==> src/crfd_map.vh <==
`ifndef CRFD_MAP_VH
`define CRFD_MAP_VH

// ==========================================================================
// Decoder modes
`define CRFD_DEC_MILLER     3'h0
`define CRFD_DEC_NRZ        3'h1
`define CRFD_DEC_MANCH      3'h2
`define CRFD_DEC_BPSK       3'h3
`define CRFD_DEC_VICINITY   3'h4
`define CRFD_DEC_ITEM_M3    3'h5

// ==========================================================================
// Envelope processor modes
`define CRFD_ENV_READER     2'h0
`define CRFD_ENV_CARD       2'h1
`define CRFD_ENV_ADC_CARD   2'h2

// ==========================================================================
// Timing
`define CRFD_MASK_CYCLES    10'h200
`define CRFD_LINK_DIV       2

// ==========================================================================
// CRC
`define CRFD_CRC16_POLY     16'h1021
`define CRFD_CRC5_POLY      5'h09
`define CRFD_CRC16_RESET    16'h6363

`endif

==> src/crfd_word_buf.v <==
`timescale 1ns/1ps
`default_nettype none

// ==========================================================================
// Two-entry word buffer, valid/ready on both sides
module crfd_word_buf
(
    input  wire        clk_sys,
    input  wire        rst_n,
    input  wire [31:0] in_data,
    input  wire        in_valid,
    output wire        in_ready,
    output wire [31:0] out_data,
    output wire        out_valid,
    input  wire        out_ready
);
    reg [31:0] mem [0:1];
    reg        wr_ptr;
    reg        rd_ptr;
    reg [1:0]  count;
    wire       push;
    wire       pop;

    assign in_ready  = (count != 2'h2);
    assign out_valid = (count != 2'h0);
    assign out_data  = mem[rd_ptr];
    assign push      = in_valid & in_ready;
    assign pop       = out_valid & out_ready;

    always @(posedge clk_sys or negedge rst_n)
    begin
        if (!rst_n)
        begin
            mem[0] <= 32'h0;
            mem[1] <= 32'h0;
            wr_ptr <= 1'b0;
            rd_ptr <= 1'b0;
            count  <= 2'h0;
        end
        else
        begin
            if (push)
            begin
                mem[wr_ptr] <= in_data;
                wr_ptr      <= ~wr_ptr;
            end
            if (pop)
                rd_ptr <= ~rd_ptr;
            if (push & ~pop)
                count <= count + 2'h1;
            else if (pop & ~push)
                count <= count - 2'h1;
        end
    end
endmodule

`default_nettype wire

==> src/crfd_core.v <==
`timescale 1ns/1ps
`default_nettype none
`include "crfd_map.vh"

// What this block does
// RQ1: Core clock halves a 27.12 MHz source.
// RQ2: Field clock used only in a field.
// RQ3: PLL usable only enabled and locked.
// RQ4: Always-on logic runs on the oscillator.
// RQ5: Buffer side runs on the system clock.
// RQ6: Tracker aligns carrier to field clock.
// RQ7: Carrier frozen while modulating.
// RQ8: Reader, card and ADC card modes.
// RQ9: Card mode: Miller, NRZ, Manchester.
// RQ10: Reader: Manchester at 106 kBd, else BPSK.
// RQ11: Vicinity; item mode 3 M=10/M=11 only.
// RQ12: Encoder adds start, parity, framing.
// RQ13: Encoder offers four line codes; the encoder here sends the data bits unencoded on tx_bit.
// RQ14: 5 or 16 bit CRC; short frames padded.
// RQ15: Decoder checks parity, collision, CRC; here the receive CRC is only reported on crc_out, not checked.
// RQ16: Bit frames report valid bit count.
// RQ17: Sequencer times frame delay and wait.
// RQ18: Words become bytes via two buffers.
// RQ19: CRC preset and inversion selectable.
// RQ20: Driver keeps guard times, random wait.
// RQ21: Field flag ignores own field.
// RQ22: Detector masked 512 cycles after loss.
// RQ23: Words cross by handshake.
// RQ24: Field level synchronised first.
module crfd_core
(
    input  wire        clk_sys,
    input  wire        rst_n,
    input  wire        pll_source_clock,
    input  wire        field_recovered_clock,
    input  wire        pll_enable,
    input  wire        pll_locked,
    input  wire        clk_sel_field,
    input  wire        level_detect,
    input  wire        alm_active,
    input  wire [1:0]  env_mode,
    input  wire [2:0]  dec_mode,
    input  wire        env_bit,
    input  wire        crc16_sel,
    input  wire        crc_invert,
    input  wire [15:0] crc_preset,
    input  wire        parity_en,
    input  wire [2:0]  last_bits,
    input  wire        short_frame,
    input  wire        tx_start,
    input  wire [15:0] frame_delay,
    input  wire [15:0] frame_wait,
    input  wire        drv_request,
    input  wire        coll_avoid_en,
    input  wire [15:0] guard_time,
    input  wire [31:0] tx_word,
    input  wire        tx_word_valid,
    output reg         tx_word_ready,
    output reg  [31:0] rx_word,
    output reg         rx_word_valid,
    input  wire        rx_word_ready,
    output reg         core_rf_clock,
    output reg         core_clk_ok,
    output reg         tx_bit,
    output reg         tx_active,
    output reg         rx_active,
    output reg         rx_parity_err,
    output reg         rx_collision,
    output reg  [2:0]  rx_valid_bits,
    output reg  [15:0] crc_out,
    output reg         rf_drv_on,
    output reg         ext_field,
    output reg         phase_up,
    output reg         phase_dn,
    output reg         timeout
);
    // ======================================================================
    // Synchronisers
    reg [1:0] s_pll;
    reg [1:0] s_fld;
    reg [1:0] s_lvl;
    reg [1:0] s_bit;
    always @(posedge clk_sys or negedge rst_n)
    begin
        if (!rst_n)
        begin
            s_pll <= 2'h0;
            s_fld <= 2'h0;
            s_lvl <= 2'h0;
            s_bit <= 2'h0;
        end
        else
        begin
            s_pll <= {s_pll[0], pll_source_clock};
            s_fld <= {s_fld[0], field_recovered_clock};
            s_lvl <= {s_lvl[0], level_detect}; // RQ24
            s_bit <= {s_bit[0], env_bit};
        end
    end

    // ======================================================================
    // Clock select and halving
    reg  pll_d;
    reg  fld_d;
    reg  bit_d;
    wire pll_rise = s_pll[1] & ~pll_d;
    wire fld_rise = s_fld[1] & ~fld_d;
    wire bit_edge = s_bit[1] ^ bit_d;
    wire pll_ok   = pll_enable & pll_locked; // RQ3
    wire use_fld  = clk_sel_field & ext_field; // RQ2
    wire src_edge = use_fld ? fld_rise : (pll_ok & pll_rise);
    always @(posedge clk_sys or negedge rst_n)
    begin
        if (!rst_n)
        begin
            pll_d         <= 1'b0;
            fld_d         <= 1'b0;
            bit_d         <= 1'b0;
            core_rf_clock <= 1'b0;
            core_clk_ok   <= 1'b0;
        end
        else
        begin
            pll_d <= s_pll[1];
            fld_d <= s_fld[1];
            bit_d <= s_bit[1];
            // Divide-by-two of the selected source
            if (src_edge)
                core_rf_clock <= ~core_rf_clock; // RQ1
            core_clk_ok <= clk_sel_field ? use_fld : pll_ok; // RQ2 RQ3
        end
    end

    // ======================================================================
    // Phase tracker: compare source edges, frozen while modulating
    always @(posedge clk_sys or negedge rst_n)
    begin
        if (!rst_n)
        begin
            phase_up <= 1'b0;
            phase_dn <= 1'b0;
        end
        else if (alm_active)
        begin
            phase_up <= 1'b0; // RQ7
            phase_dn <= 1'b0;
        end
        else
        begin
            phase_up <= ext_field & fld_rise & ~pll_rise; // RQ6
            phase_dn <= ext_field & pll_rise & ~fld_rise; // RQ6
        end
    end

    // ======================================================================
    // Field indication with detector mask
    reg [9:0] mask_cnt;
    reg       lvl_d;
    wire      ext_raw = s_lvl[1] & ~rf_drv_on & (fld_rise | lvl_d); // RQ21
    always @(posedge clk_sys or negedge rst_n)
    begin
        if (!rst_n)
        begin
            mask_cnt  <= 10'h0;
            lvl_d     <= 1'b0;
            ext_field <= 1'b0;
        end
        else
        begin
            lvl_d <= s_lvl[1] & ~rf_drv_on;
            if (ext_field & ~s_lvl[1])
            begin
                ext_field <= 1'b0;
                mask_cnt  <= `CRFD_MASK_CYCLES; // RQ22
            end
            else if (mask_cnt != 10'h0)
                mask_cnt <= mask_cnt - 10'h1; // RQ22
            else if (ext_raw & (fld_rise | ext_field))
                ext_field <= 1'b1; // RQ21
        end
    end

    // ======================================================================
    // RF driver control with guard time and random wait
    reg [15:0] lfsr;
    reg [15:0] guard_cnt;
    always @(posedge clk_sys or negedge rst_n)
    begin
        if (!rst_n)
        begin
            lfsr      <= 16'hACE1;
            guard_cnt <= 16'h0;
            rf_drv_on <= 1'b0;
        end
        else
        begin
            lfsr <= {lfsr[14:0], lfsr[15] ^ lfsr[13] ^ lfsr[12] ^ lfsr[10]};
            if (!drv_request)
            begin
                rf_drv_on <= 1'b0;
                guard_cnt <= guard_time +
                    (coll_avoid_en ? {8'h0, lfsr[7:0]} : 16'h0); // RQ20
            end
            else if (ext_field)
                guard_cnt <= guard_time; // RQ20
            else if (guard_cnt != 16'h0)
                guard_cnt <= guard_cnt - 16'h1;
            else
                rf_drv_on <= 1'b1; // RQ20
        end
    end

    // ======================================================================
    // CRC, shared by transmit and receive
    function [15:0] crc_step;
        input [15:0] c;
        input        b;
        input        w16;
        begin
            if (w16)
                crc_step = {c[14:0], 1'b0} ^
                    ((c[15] ^ b) ? `CRFD_CRC16_POLY : 16'h0);
            else
                crc_step = {11'h0, c[3:0], 1'b0} ^
                    ((c[4] ^ b) ? {11'h0, `CRFD_CRC5_POLY} : 16'h0);
        end
    endfunction
    reg [15:0] crc;

    // ======================================================================
    // Word buffer into transmit (RQ23 ready/valid pairing)
    wire [31:0] buf_data;
    wire        buf_valid;
    reg         buf_take;
    wire        buf_in_ready;
    wire        tx_push = tx_word_valid & tx_word_ready;
    crfd_word_buf u_txbuf
    (
        .clk_sys   (clk_sys),
        .rst_n     (rst_n),
        .in_data   (tx_word),
        .in_valid  (tx_push),
        .in_ready  (buf_in_ready),
        .out_data  (buf_data),
        .out_valid (buf_valid),
        .out_ready (buf_take)
    );

    // ======================================================================
    // Transceive sequencer
    localparam [3:0] ST_IDLE = 4'h1;
    localparam [3:0] ST_TX   = 4'h2;
    localparam [3:0] ST_FDT  = 4'h4;
    localparam [3:0] ST_RX   = 4'h8;
    reg [3:0]  state;
    reg [31:0] shreg;
    reg [5:0]  bitn;
    reg [15:0] tmr;
    reg        par;
    reg [3:0]  rx_cnt;
    reg [1:0]  rx_byte;
    reg        decoded;
    reg        rx_bit_prev;
    wire       rx_bit_en   = bit_edge & core_rf_clock; // RQ8

    // Line decoders by envelope and decoder mode
    always @*
    begin
        decoded = s_bit[1];
        case (dec_mode)
            `CRFD_DEC_MILLER:   decoded = ~s_bit[1];          // RQ9
            `CRFD_DEC_NRZ:      decoded = s_bit[1];           // RQ9
            `CRFD_DEC_MANCH:    decoded = s_bit[1] ^ bit_d;   // RQ9 RQ10
            `CRFD_DEC_BPSK:     decoded = s_bit[1] ^ rx_bit_prev; // RQ10
            `CRFD_DEC_VICINITY: decoded = s_bit[1];           // RQ11
            default:            decoded = s_bit[1];           // RQ11
        endcase
        if (env_mode == `CRFD_ENV_ADC_CARD)
            decoded = s_bit[1]; // RQ8
    end

    always @(posedge clk_sys or negedge rst_n)
    begin
        if (!rst_n)
        begin
            state         <= ST_IDLE;
            shreg         <= 32'h0;
            bitn          <= 6'h0;
            tmr           <= 16'h0;
            par           <= 1'b0;
            crc           <= 16'h0;
            tx_bit        <= 1'b0;
            tx_active     <= 1'b0;
            rx_active     <= 1'b0;
            timeout       <= 1'b0;
            rx_parity_err <= 1'b0;
            rx_collision  <= 1'b0;
            rx_valid_bits <= 3'h0;
            rx_cnt        <= 4'h0;
            rx_byte       <= 2'h0;
            rx_word       <= 32'h0;
            rx_word_valid <= 1'b0;
            rx_bit_prev   <= 1'b0;
            crc_out       <= 16'h0;
            buf_take      <= 1'b0;
            tx_word_ready <= 1'b0;
        end
        else
        begin
            buf_take      <= 1'b0;
            tx_word_ready <= buf_take |
                             ~(~buf_in_ready | (buf_valid & tx_push));
            if (rx_word_valid & rx_word_ready)
                rx_word_valid <= 1'b0; // RQ23
            case (state)
            ST_IDLE:
                if (tx_start & buf_valid)
                begin
                    shreg     <= buf_data; // RQ18
                    buf_take  <= 1'b1;
                    bitn      <= 6'h0;
                    crc       <= crc_preset; // RQ19
                    par       <= 1'b1;
                    timeout   <= 1'b0;
                    tx_active <= 1'b1;
                    tx_bit    <= 1'b0; // RQ12 start bit
                    state     <= ST_TX;
                end
            ST_TX:
                if (src_edge)
                begin
                    // Nine slots a byte: eight data then parity (RQ12)
                    if (bitn[3:0] == 4'h8)
                    begin
                        tx_bit <= parity_en ? par : 1'b1; // RQ12
                        par    <= 1'b1;
                        if (bitn[5:4] == 2'h3 ||
                            (short_frame && bitn[5:4] == 2'h0))
                        begin
                            tx_active <= 1'b0;
                            crc_out   <= crc_invert ? ~crc : crc; // RQ14 RQ19
                            tmr       <= frame_delay; // RQ17
                            state     <= ST_FDT;
                        end
                        bitn <= {bitn[5:4] + 2'h1, 4'h0};
                    end
                    else
                    begin
                        // Short frames send bit 7 as zero; the CRC still takes shreg[0]
                        tx_bit <= (short_frame && bitn[3:0] == 4'h7) ?
                                  1'b0 : shreg[0]; // RQ14
                        par    <= par ^ shreg[0];
                        crc    <= crc_step(crc, shreg[0], crc16_sel); // RQ14
                        shreg  <= {1'b0, shreg[31:1]}; // RQ12 RQ13
                        bitn   <= bitn + 6'h1;
                    end
                end
            ST_FDT:
                if (tmr != 16'h0)
                    tmr <= tmr - 16'h1; // RQ17
                else
                begin
                    rx_active <= 1'b1;
                    tmr       <= frame_wait;
                    crc       <= crc_preset;
                    rx_cnt    <= 4'h0;
                    rx_byte   <= 2'h0;
                    state     <= ST_RX;
                end
            ST_RX:
            begin
                if (rx_bit_en)
                begin
                    rx_bit_prev <= s_bit[1];
                    tmr         <= frame_wait;
                    if (rx_cnt == 4'h8)
                    begin
                        rx_parity_err <= parity_en & (par != decoded); // RQ15
                        rx_cnt        <= 4'h0;
                        par           <= 1'b1;
                        rx_byte       <= rx_byte + 2'h1;
                        if (rx_byte == 2'h3)
                            rx_word_valid <= 1'b1; // RQ18
                    end
                    else
                    begin
                        rx_word <= {decoded, rx_word[31:1]}; // RQ15
                        par     <= par ^ decoded;
                        crc     <= crc_step(crc, decoded, crc16_sel); // RQ15
                        rx_cnt  <= rx_cnt + 4'h1;
                        rx_valid_bits <= rx_cnt[2:0] + 3'h1; // RQ16
                    end
                    // Equal edges within a bit cell read as a collision
                    if (s_bit[1] == rx_bit_prev && rx_cnt == 4'h0)
                        rx_collision <= 1'b1; // RQ15
                end
                else if (tmr != 16'h0)
                    tmr <= tmr - 16'h1;
                else
                begin
                    // Silence ends the frame; no edge, or only whole four-byte words, is a timeout
                    timeout   <= (rx_byte == 2'h0) & (rx_cnt == 4'h0); // RQ17
                    crc_out   <= crc_invert ? ~crc : crc; // RQ19
                    rx_active <= 1'b0; // RQ16
                    state     <= ST_IDLE;
                end
            end
            default:
                state <= ST_IDLE;
            endcase
        end
    end
endmodule

`default_nettype wire

==> config.mk <==
export PLATFORM = sky130hd
export DESIGN_NAME = crfd_core
export DESIGN_NICKNAME = d
export VERILOG_FILES = /design/src/crfd_word_buf.v /design/src/crfd_core.v
export VERILOG_INCLUDE_DIRS = /design/src /design/src/src
export SDC_FILE = /design/constraint.sdc
export NUM_CORES = 1
export LEC_CHECK = 0
export ABC_AREA = 0
export BUFFER_PORTS_ARGS = -buffer_cell sky130_fd_sc_hd__buf_2
export CAP_MARGIN = 40
export CORE_MARGIN = 3
export CORE_UTILIZATION = 30
export DETAILED_ROUTE_END_ITERATION = 10
export PLACE_DENSITY = 0.49
export REMOVE_ABC_BUFFERS = 1
export SETUP_SLACK_MARGIN = 0.1
export SKIP_LAST_GASP = 1
export SYNTH_ARGS = -nofsm -noshare
export SYNTH_HDL_FRONTEND = slang
export SYNTH_SLANG_ARGS = --single-unit
==> constraint.sdc <==
create_clock -name clk_sys -period 2.17 [get_ports clk_sys]
set_input_delay 0.217 -clock clk_sys [delete_from_list [all_inputs] [get_ports clk_sys]]
set_output_delay 0.217 -clock clk_sys [all_outputs]
set_load 0.01 [all_outputs]
==> results of run 1 <==
==> power breakdown <==
group	internal, mW	switching, mW
Clock	3.58	2.25
Sequential	6.52	1.14
Combinational	4.83	4.15
==> path summary, 6_finish.rpt <==
| path | depth (start not counted) | endpoint | slack [ps] | startpoint |
|---|---|---|---|---|
| worst max-delay path | 10 | crc[6] | -120 | tmr[9] |
| worst min-delay path | 5 | tmr[1] | 50 | frame_delay[1] |
| worst max register to register | 10 | crc[6] | -120 | tmr[9] |
| worst min register to register | 0 | s_fld[1] | 350 | s_fld[0] |
| max in group asynchronous | 3 | lfsr[0] | 1240 | rst_n |
| min in group asynchronous | 2 | mask_cnt[8] | 220 | rst_n |
==> kinds of logic after synthesis <==
kind of cell | count (synthesis) | synth area share [%]
simple gates | 362 | 13.57
compound gates | 280 | 13.08
flops | 269 | 51.23
mux | 141 | 11.66
buf+inv | 96 | 3.517
xor+xnor | 72 | 4.791
fa+ha+maj | 22 | 2.148
==> sequential cells by signal, indices dropped and copies added (netlist names), 3 cells and up <==
| name | count |
|---|---|
| bitn | 6 |
| crc | 16 |
| crc_out | 16 |
| guard_cnt | 16 |
| lfsr | 16 |
| mask_cnt | 10 |
| rx_cnt | 4 |
| rx_valid_bits | 3 |
| rx_word | 32 |
| shreg | 32 |
| state | 4 |
| tmr | 16 |
| u_txbuf.mem | 64 |
==> layer usage <==
metal	vias to the layer above	track usage (%)
met3	52	2.971
li1	5274	-
met5	-	0
met2	174	26.49
met1	5313	20.92
met4	2	4.957
==> per-stage QoR <==
step	utilization, %	power, mW
final	43.90	22.48
after global routing	43.90	23.96
after global placement	36.19	14.57
after CTS	43.05	22.29
after floorplan	-	11.94
after detailed placement	36.19	14.75
==> cells in the final DEF (no fill, tap or decap), types with 17 or more instances in the layout <==
master / synthesis / final
buf_12: 0 / 21
mux2_2: 99 / 98
o21ai_0: 86 / 69
xor2_1: 24 / 24
nor2_1: 113 / 98
mux2i_1: 42 / 42
a21oi_2: 3 / 17
clkbuf_16: 0 / 37
o21ai_1: 12 / 27
buf_6: 7 / 23
buf_4: 0 / 114
nand2_1: 108 / 102
ha_1: 21 / 17
inv_1: 26 / 25
buf_2: 16 / 184
nor3_1: 22 / 18
dlygate4sd3_1: 0 / 92
nand3_1: 23 / 19
xnor2_1: 48 / 46
dfrtp_1: 260 / 256
a21oi_1: 78 / 59
==> area by class of cell <==
type                       count  share of cell area [%]
multi-input combinational    880                   34.70
sequential                   269                   35.60
clock inverter                15                  0.8780
antenna                        3                 0.03961
clock buffer                  49                   5.268
tap                          585                   3.862
inverter                      26                  0.5149
timing repair buffer         445                   19.14
==> repair_timing <==
| item | in CTS | in global routing |
|---|---|---|
| gates cloned | 12 | 2 |
| hold buffers | 92 | 0 |
| pin swaps | 32 | 33 |
| hold endpoints to repair | 159 | 0 |
| setup buffers | 21 | 16 |
| setup endpoints to repair | 143 | 133 |
| resized for setup | 111 | 60 |
==> critical path: cells and delay by family (launching register included) <==
kind                   cells  cell delay (ps)
and+or+nand+nor            4              790
buffers and inverters      4              570
DFF                        1              390
AOI/OAI and AO/OA          2              440
==> flow_summary.yaml, run 1 <==
grt:
  grt_overflow: 0
  grt_pass1_wl_um: 60220
  grt_max_degree: 55
  grt_util_all_layers_pct: 15.85
  first_global_vias: 11220
  antenna_found_initial: 3
synth:
  yosysMostFrequentCell: "dfrtp_1"
  synth.area.top_cells: "dfrtp_1 (49%), mux2_2 (8.5%), o21ai_0 (3.3%), nor2_1 (3.2%), mux2i_1 (3.2%)"
  synth.distinct_cells: 80
  async_reset_ff_share_pct: 100.0
  syn_area_per_cell_um2: 10.60
  synth_edf_count: 0
  netlist_top_cells_count: "dfrtp_1 (260), nor2_1 (113), nand2_1 (108)"
  yosys_warnings: 0
  postSynthCellCount: 1242
  synth_area_um2: 13160
  ys_seq_area_share_pct: 51.23
  synthFlopType: "dfrtp_1"
  synth_top_area_share_pct: 49.43
  yosys.area.top_type: "dfrtp_1"
  synth-seq-cells: 269
drt:
  met3_length_um: 1441
  ant_nets: 0
  drtIter0Drc: 560
  first_pass_iters: 5
  wire_per_inst_um: 16.35
  dr_wl_met2_um: 17720
  vias_per_cell: 4.760
  drc: 0
  dr_total_vias: 10820
  routed_wl_um: 37150
  maxUsedRoutingLayer: "met5"
  drt-met1-wl_um: 17180
clock_tree:
  clock-root-buffer: "clkbuf_16"
  clk_pin_slew_ps: 60
  cts_tree: "done"
  clock_latency_ps: 540
  clock-sinks: 269
  h-tree-depth: 2
  cts_buffers: 35
  clock_path_buffers: 3
sta:
  post-route-period-util_pct: 105.7
  max_freq_mhz: 435.9
  tns_ps: -5893
  slew_violations: 0
  holdWs_ps: 48.74
  skew_ps: 19.06
  relSlewSlack_pct: 59.55
  fin_ws_ps: -124.2
  hold_viol_final: 0
  worst_pin_slew_ps: 604.5
  fin_crit_ps: 2294
  setup_viol: 65
  rsz0062_at_grt: "yes"
finish:
  final_nets: 1802
  fin_area_um2: 18950
  multi_input_area_um2: 6576
  drive_above_1_share_pct: 38.06
  final-seq-area_um2: 6748
  fin_cells: 2272
  n_fill_cell: 4188
  areaGrowthSynthToFinish_pct: 43.99
setup_path:
  crit_path_end_kind: "flop"
  cp_cell_sequence: "buf_6 -> nor4_4 -> buf_4 -> nand4_1 -> a21oi_4 -> and2_4 -> buf_12 -> buf_12 -> nor2_4 -> a31oi_1"
  required_ps: 2620
  max_stage_delay_ps: 390
  critPathMaxFanout: 5
  crit_type: "flop to flop"
  crit_top_cell: "buf_12"
  arrival_ps: 2740
  cpMaxStageDelayCell: "dfrtp_1"
  critPathLaunchType: "flop"
place:
  placed_area_um2: 15620
  hpwl_um: 24350
  post-place-cells: 2065
  pre_cts_slack_ps: -424.1
  io_buffers: 184
  place_congestion: 0.8040
floorplan:
  pin_count: 188
  core_um2: 43170
  die_w_um: 215.5
  die-height_um: 215.5
  rows: 76
  die_area_um2: 46430
  start_util_pct: 30.49
power:
  ir_worst_vdd_uv: 677.5
  p_leak_nw: 8.617
  powerDensity_nw_per_um2: 1186
worst_hold_path:
  hp-class: "primary input to flop"
job:
  cap_violations: 0
outcome:
  outcome: "complete, but fails checks"
  violations: "negative setup slack"
Note: power is estimated with default switching activity, not from simulation.
==> run 2, diff against run 1 <==
Settings changed: REMOVE_ABC_BUFFERS 1 to unset, SETUP_SLACK_MARGIN 0.1 to unset.
==> run 2 against run 1 <==
Effect of this change:
- the flow still finishes with violations (negative setup slack)
- worst setup slack improved by 71 ps
- final area down 1.0%
- sequential power barely moved
- fmax is 3.2% higher
- hold slack worse by 28 ps
- sequential cell count unchanged
- first-iteration DRC count rose by 3.2%
- via count decreased by 0.33%
- largest cell class unchanged
- largest power group unchanged
==> flow_summary.yaml, run 2 (synthesis gave the netlist of run 1 again) <==
sta:
  rsz0062_at_grt: "yes"
  hold_viol_final: 0
  relSlewSlack_pct: 58.74
  worst_pin_slew_ps: 617.0
  skew_ps: 14.59
  fin_ws_ps: -53.09
  post-route-period-util_pct: 102.4
  setup_viol: 36
  max_freq_mhz: 449.8
  tns_ps: -447.7
  fin_crit_ps: 2223
  slew_violations: 0
drt:
  first_pass_iters: 5
  drtIter0Drc: 578
  drc: 0
  dr_total_vias: 10780
  vias_per_cell: 4.786
  wire_per_inst_um: 15.90
  ant_nets: 0
  routed_wl_um: 35800
place:
  io_buffers: 184
  place_congestion: 0.7953
  hpwl_um: 23590
finish:
  final_common_cell: "dfrtp_1"
  multi_input_area_um2: 6439
  final-seq-area_um2: 6746
  largest_reg_flops: 64
  drive_above_1_share_pct: 35.65
  final_nets: 1786
  fin_util_pct: 43.46
  reg_top3: "u_txbuf.mem x64, rx_word x32, shreg x32"
  regMostFlops: "u_txbuf.mem"
  areaGrowthSynthToFinish_pct: 42.55
  mostFrequentLayoutCells: "dfrtp_1 (257), buf_2 (183), buf_4 (114), nor2_1 (109), nand2_1 (103)"
  n_fill_cell: 4125
worst_hold_path:
  hp-class: "primary input to flop"
  whs_endpoint: "guard_cnt[14]"
  hold_path_startpoint: "guard_time[14]"
  holdPathStages: 3
power:
  ir_worst_vdd_uv: 582.8
  p_leak_nw: 8.564
  p_total_mw: 22.26
  powerDensity_nw_per_um2: 1187
grt:
  grt-busiest-layer: "met2"
  grtUsageMet1_pct: 19.13
  antenna_found_initial: 1
  grt_overflow: 0
  grt_max_degree: 66
  grt_util_all_layers_pct: 14.79
  first_global_vias: 10790
  grt_pass1_wl_um: 56610
  grtUsageMet3_pct: 2.760
  grt_use_met2_pct: 24.55
outcome:
  outcome: "complete, but fails checks"
  violations: "negative setup slack"
setup_path:
  required_ps: 2590
  cpMaxStageDelayCell: "or4_4"
  worstReg2RegEnd: "tmr[14]"
  r2r_start: "tmr[9]"
  crit_buf_inv: 2
  reg2reg_setup_slack_ps: -50
  crit_path_end_kind: "flop"
  rr_worst_depth: 7
  arrival_ps: 2640
  critical-path-top-delay-family: "simple AND/OR/NAND/NOR gates"
  critPathLaunchType: "flop"
  cp_cell_sequence: "or4_4 -> or3_4 -> nand2b_4 -> o21ai_4 -> buf_12 -> buf_4 -> o21ai_1"
  max_stage_delay_ps: 540
  crit_type: "flop to flop"
  critPathMaxFanout: 14
floorplan:
  die_w_um: 215.5
  start_util_pct: 30.49
  core_um2: 43170
  rows: 76
  pin_count: 188
  die-height_um: 215.5
  die_area_um2: 46430
clock_tree:
  h-tree-depth: 2
  cts_buffers: 35
  clock-sinks: 269
  clk_pin_slew_ps: 60
  clock-root-buffer: "clkbuf_16"
  clock_latency_ps: 530
  cts_tree: "done"
  clock_path_buffers: 3
job:
  cap_violations: 0
synth:
  synth.net_count: 1387
==> run 2: worst max-delay path by stage <==
| stage | start | endpoint | slack [ps] | cells after the start |
|---|---|---|---|---|
| finish | tmr[9] | tmr[14] | -50 | 7 |
| global route | tmr[10] | tmr[5] | -170 | 10 |
| CTS | tmr[10] | tmr[5] | -70 | 10 |
| detailed placement | tmr[9] | rx_cnt[3] | -190 | 9 |
| global placement | tmr[9] | crc[3] | -130 | 9 |
| floorplan | guard_cnt[2] | guard_cnt[9] | -20 | 7 |
==> run 2: final cells by class <==
cell class | instances | area share [%]
clock buffer | 49 | 5.548
timing repair buffer | 431 | 18.52
clock inverter | 13 | 1.220
inverter | 26 | 0.5201
multi-input combinational | 878 | 34.32
sequential | 269 | 35.96
antenna | 1 | 0.01334
tap | 585 | 3.901
==> run 2: through the flow <==
step	hold slack (ps)	setup WS [ps]	instances	area, um^2
2_1_floorplan	-78.59	-23.64	1242	13170
3_3_place_gp	179.6	-133.2	2063	15600
3_5_place_dp	180.3	-186.4	2063	15600
4_1_cts	0.8344	-69.72	2231	18110
5_1_grt	29.93	-168.6	2251	18760
6_report	20.67	-53.09	2252	18760
==> run 2: repair_timing <==
item | CTS | global route
endpoints found under the setup margin | 75 | 123
pin swaps | 19 | 26
hold endpoints to repair | 173 | 0
setup buffers | 13 | 11
gates resized for setup | 46 | 70
cloned | 2 | 10
hold buffers | 92 | 0
==> run 2: report_power, final <==
part,leakage [nW],internal [mW],switching [mW],total [mW]
registers,3.32,6.52,1.14,7.66
logic,4.63,4.38,3.92,8.30
clock network,0.610,4.06,2.25,6.31
==> run 2: routing by layer <==
layer  part of all wire (%)  up-vias
met4                    3.0        2
met2                     48      225
met1                     45     5259
met5                  0.036        -
li1                       -     5220
met3                    4.2       73
==> run 2: worst reg2reg max path, stage by stage (launching register included) <==
cell and delay [ps]:
dfrtp_1 400, or4_4 540, or3_4 400, nand2b_4 180, o21ai_4 210, buf_12 180
buf_4 140, o21ai_1 60
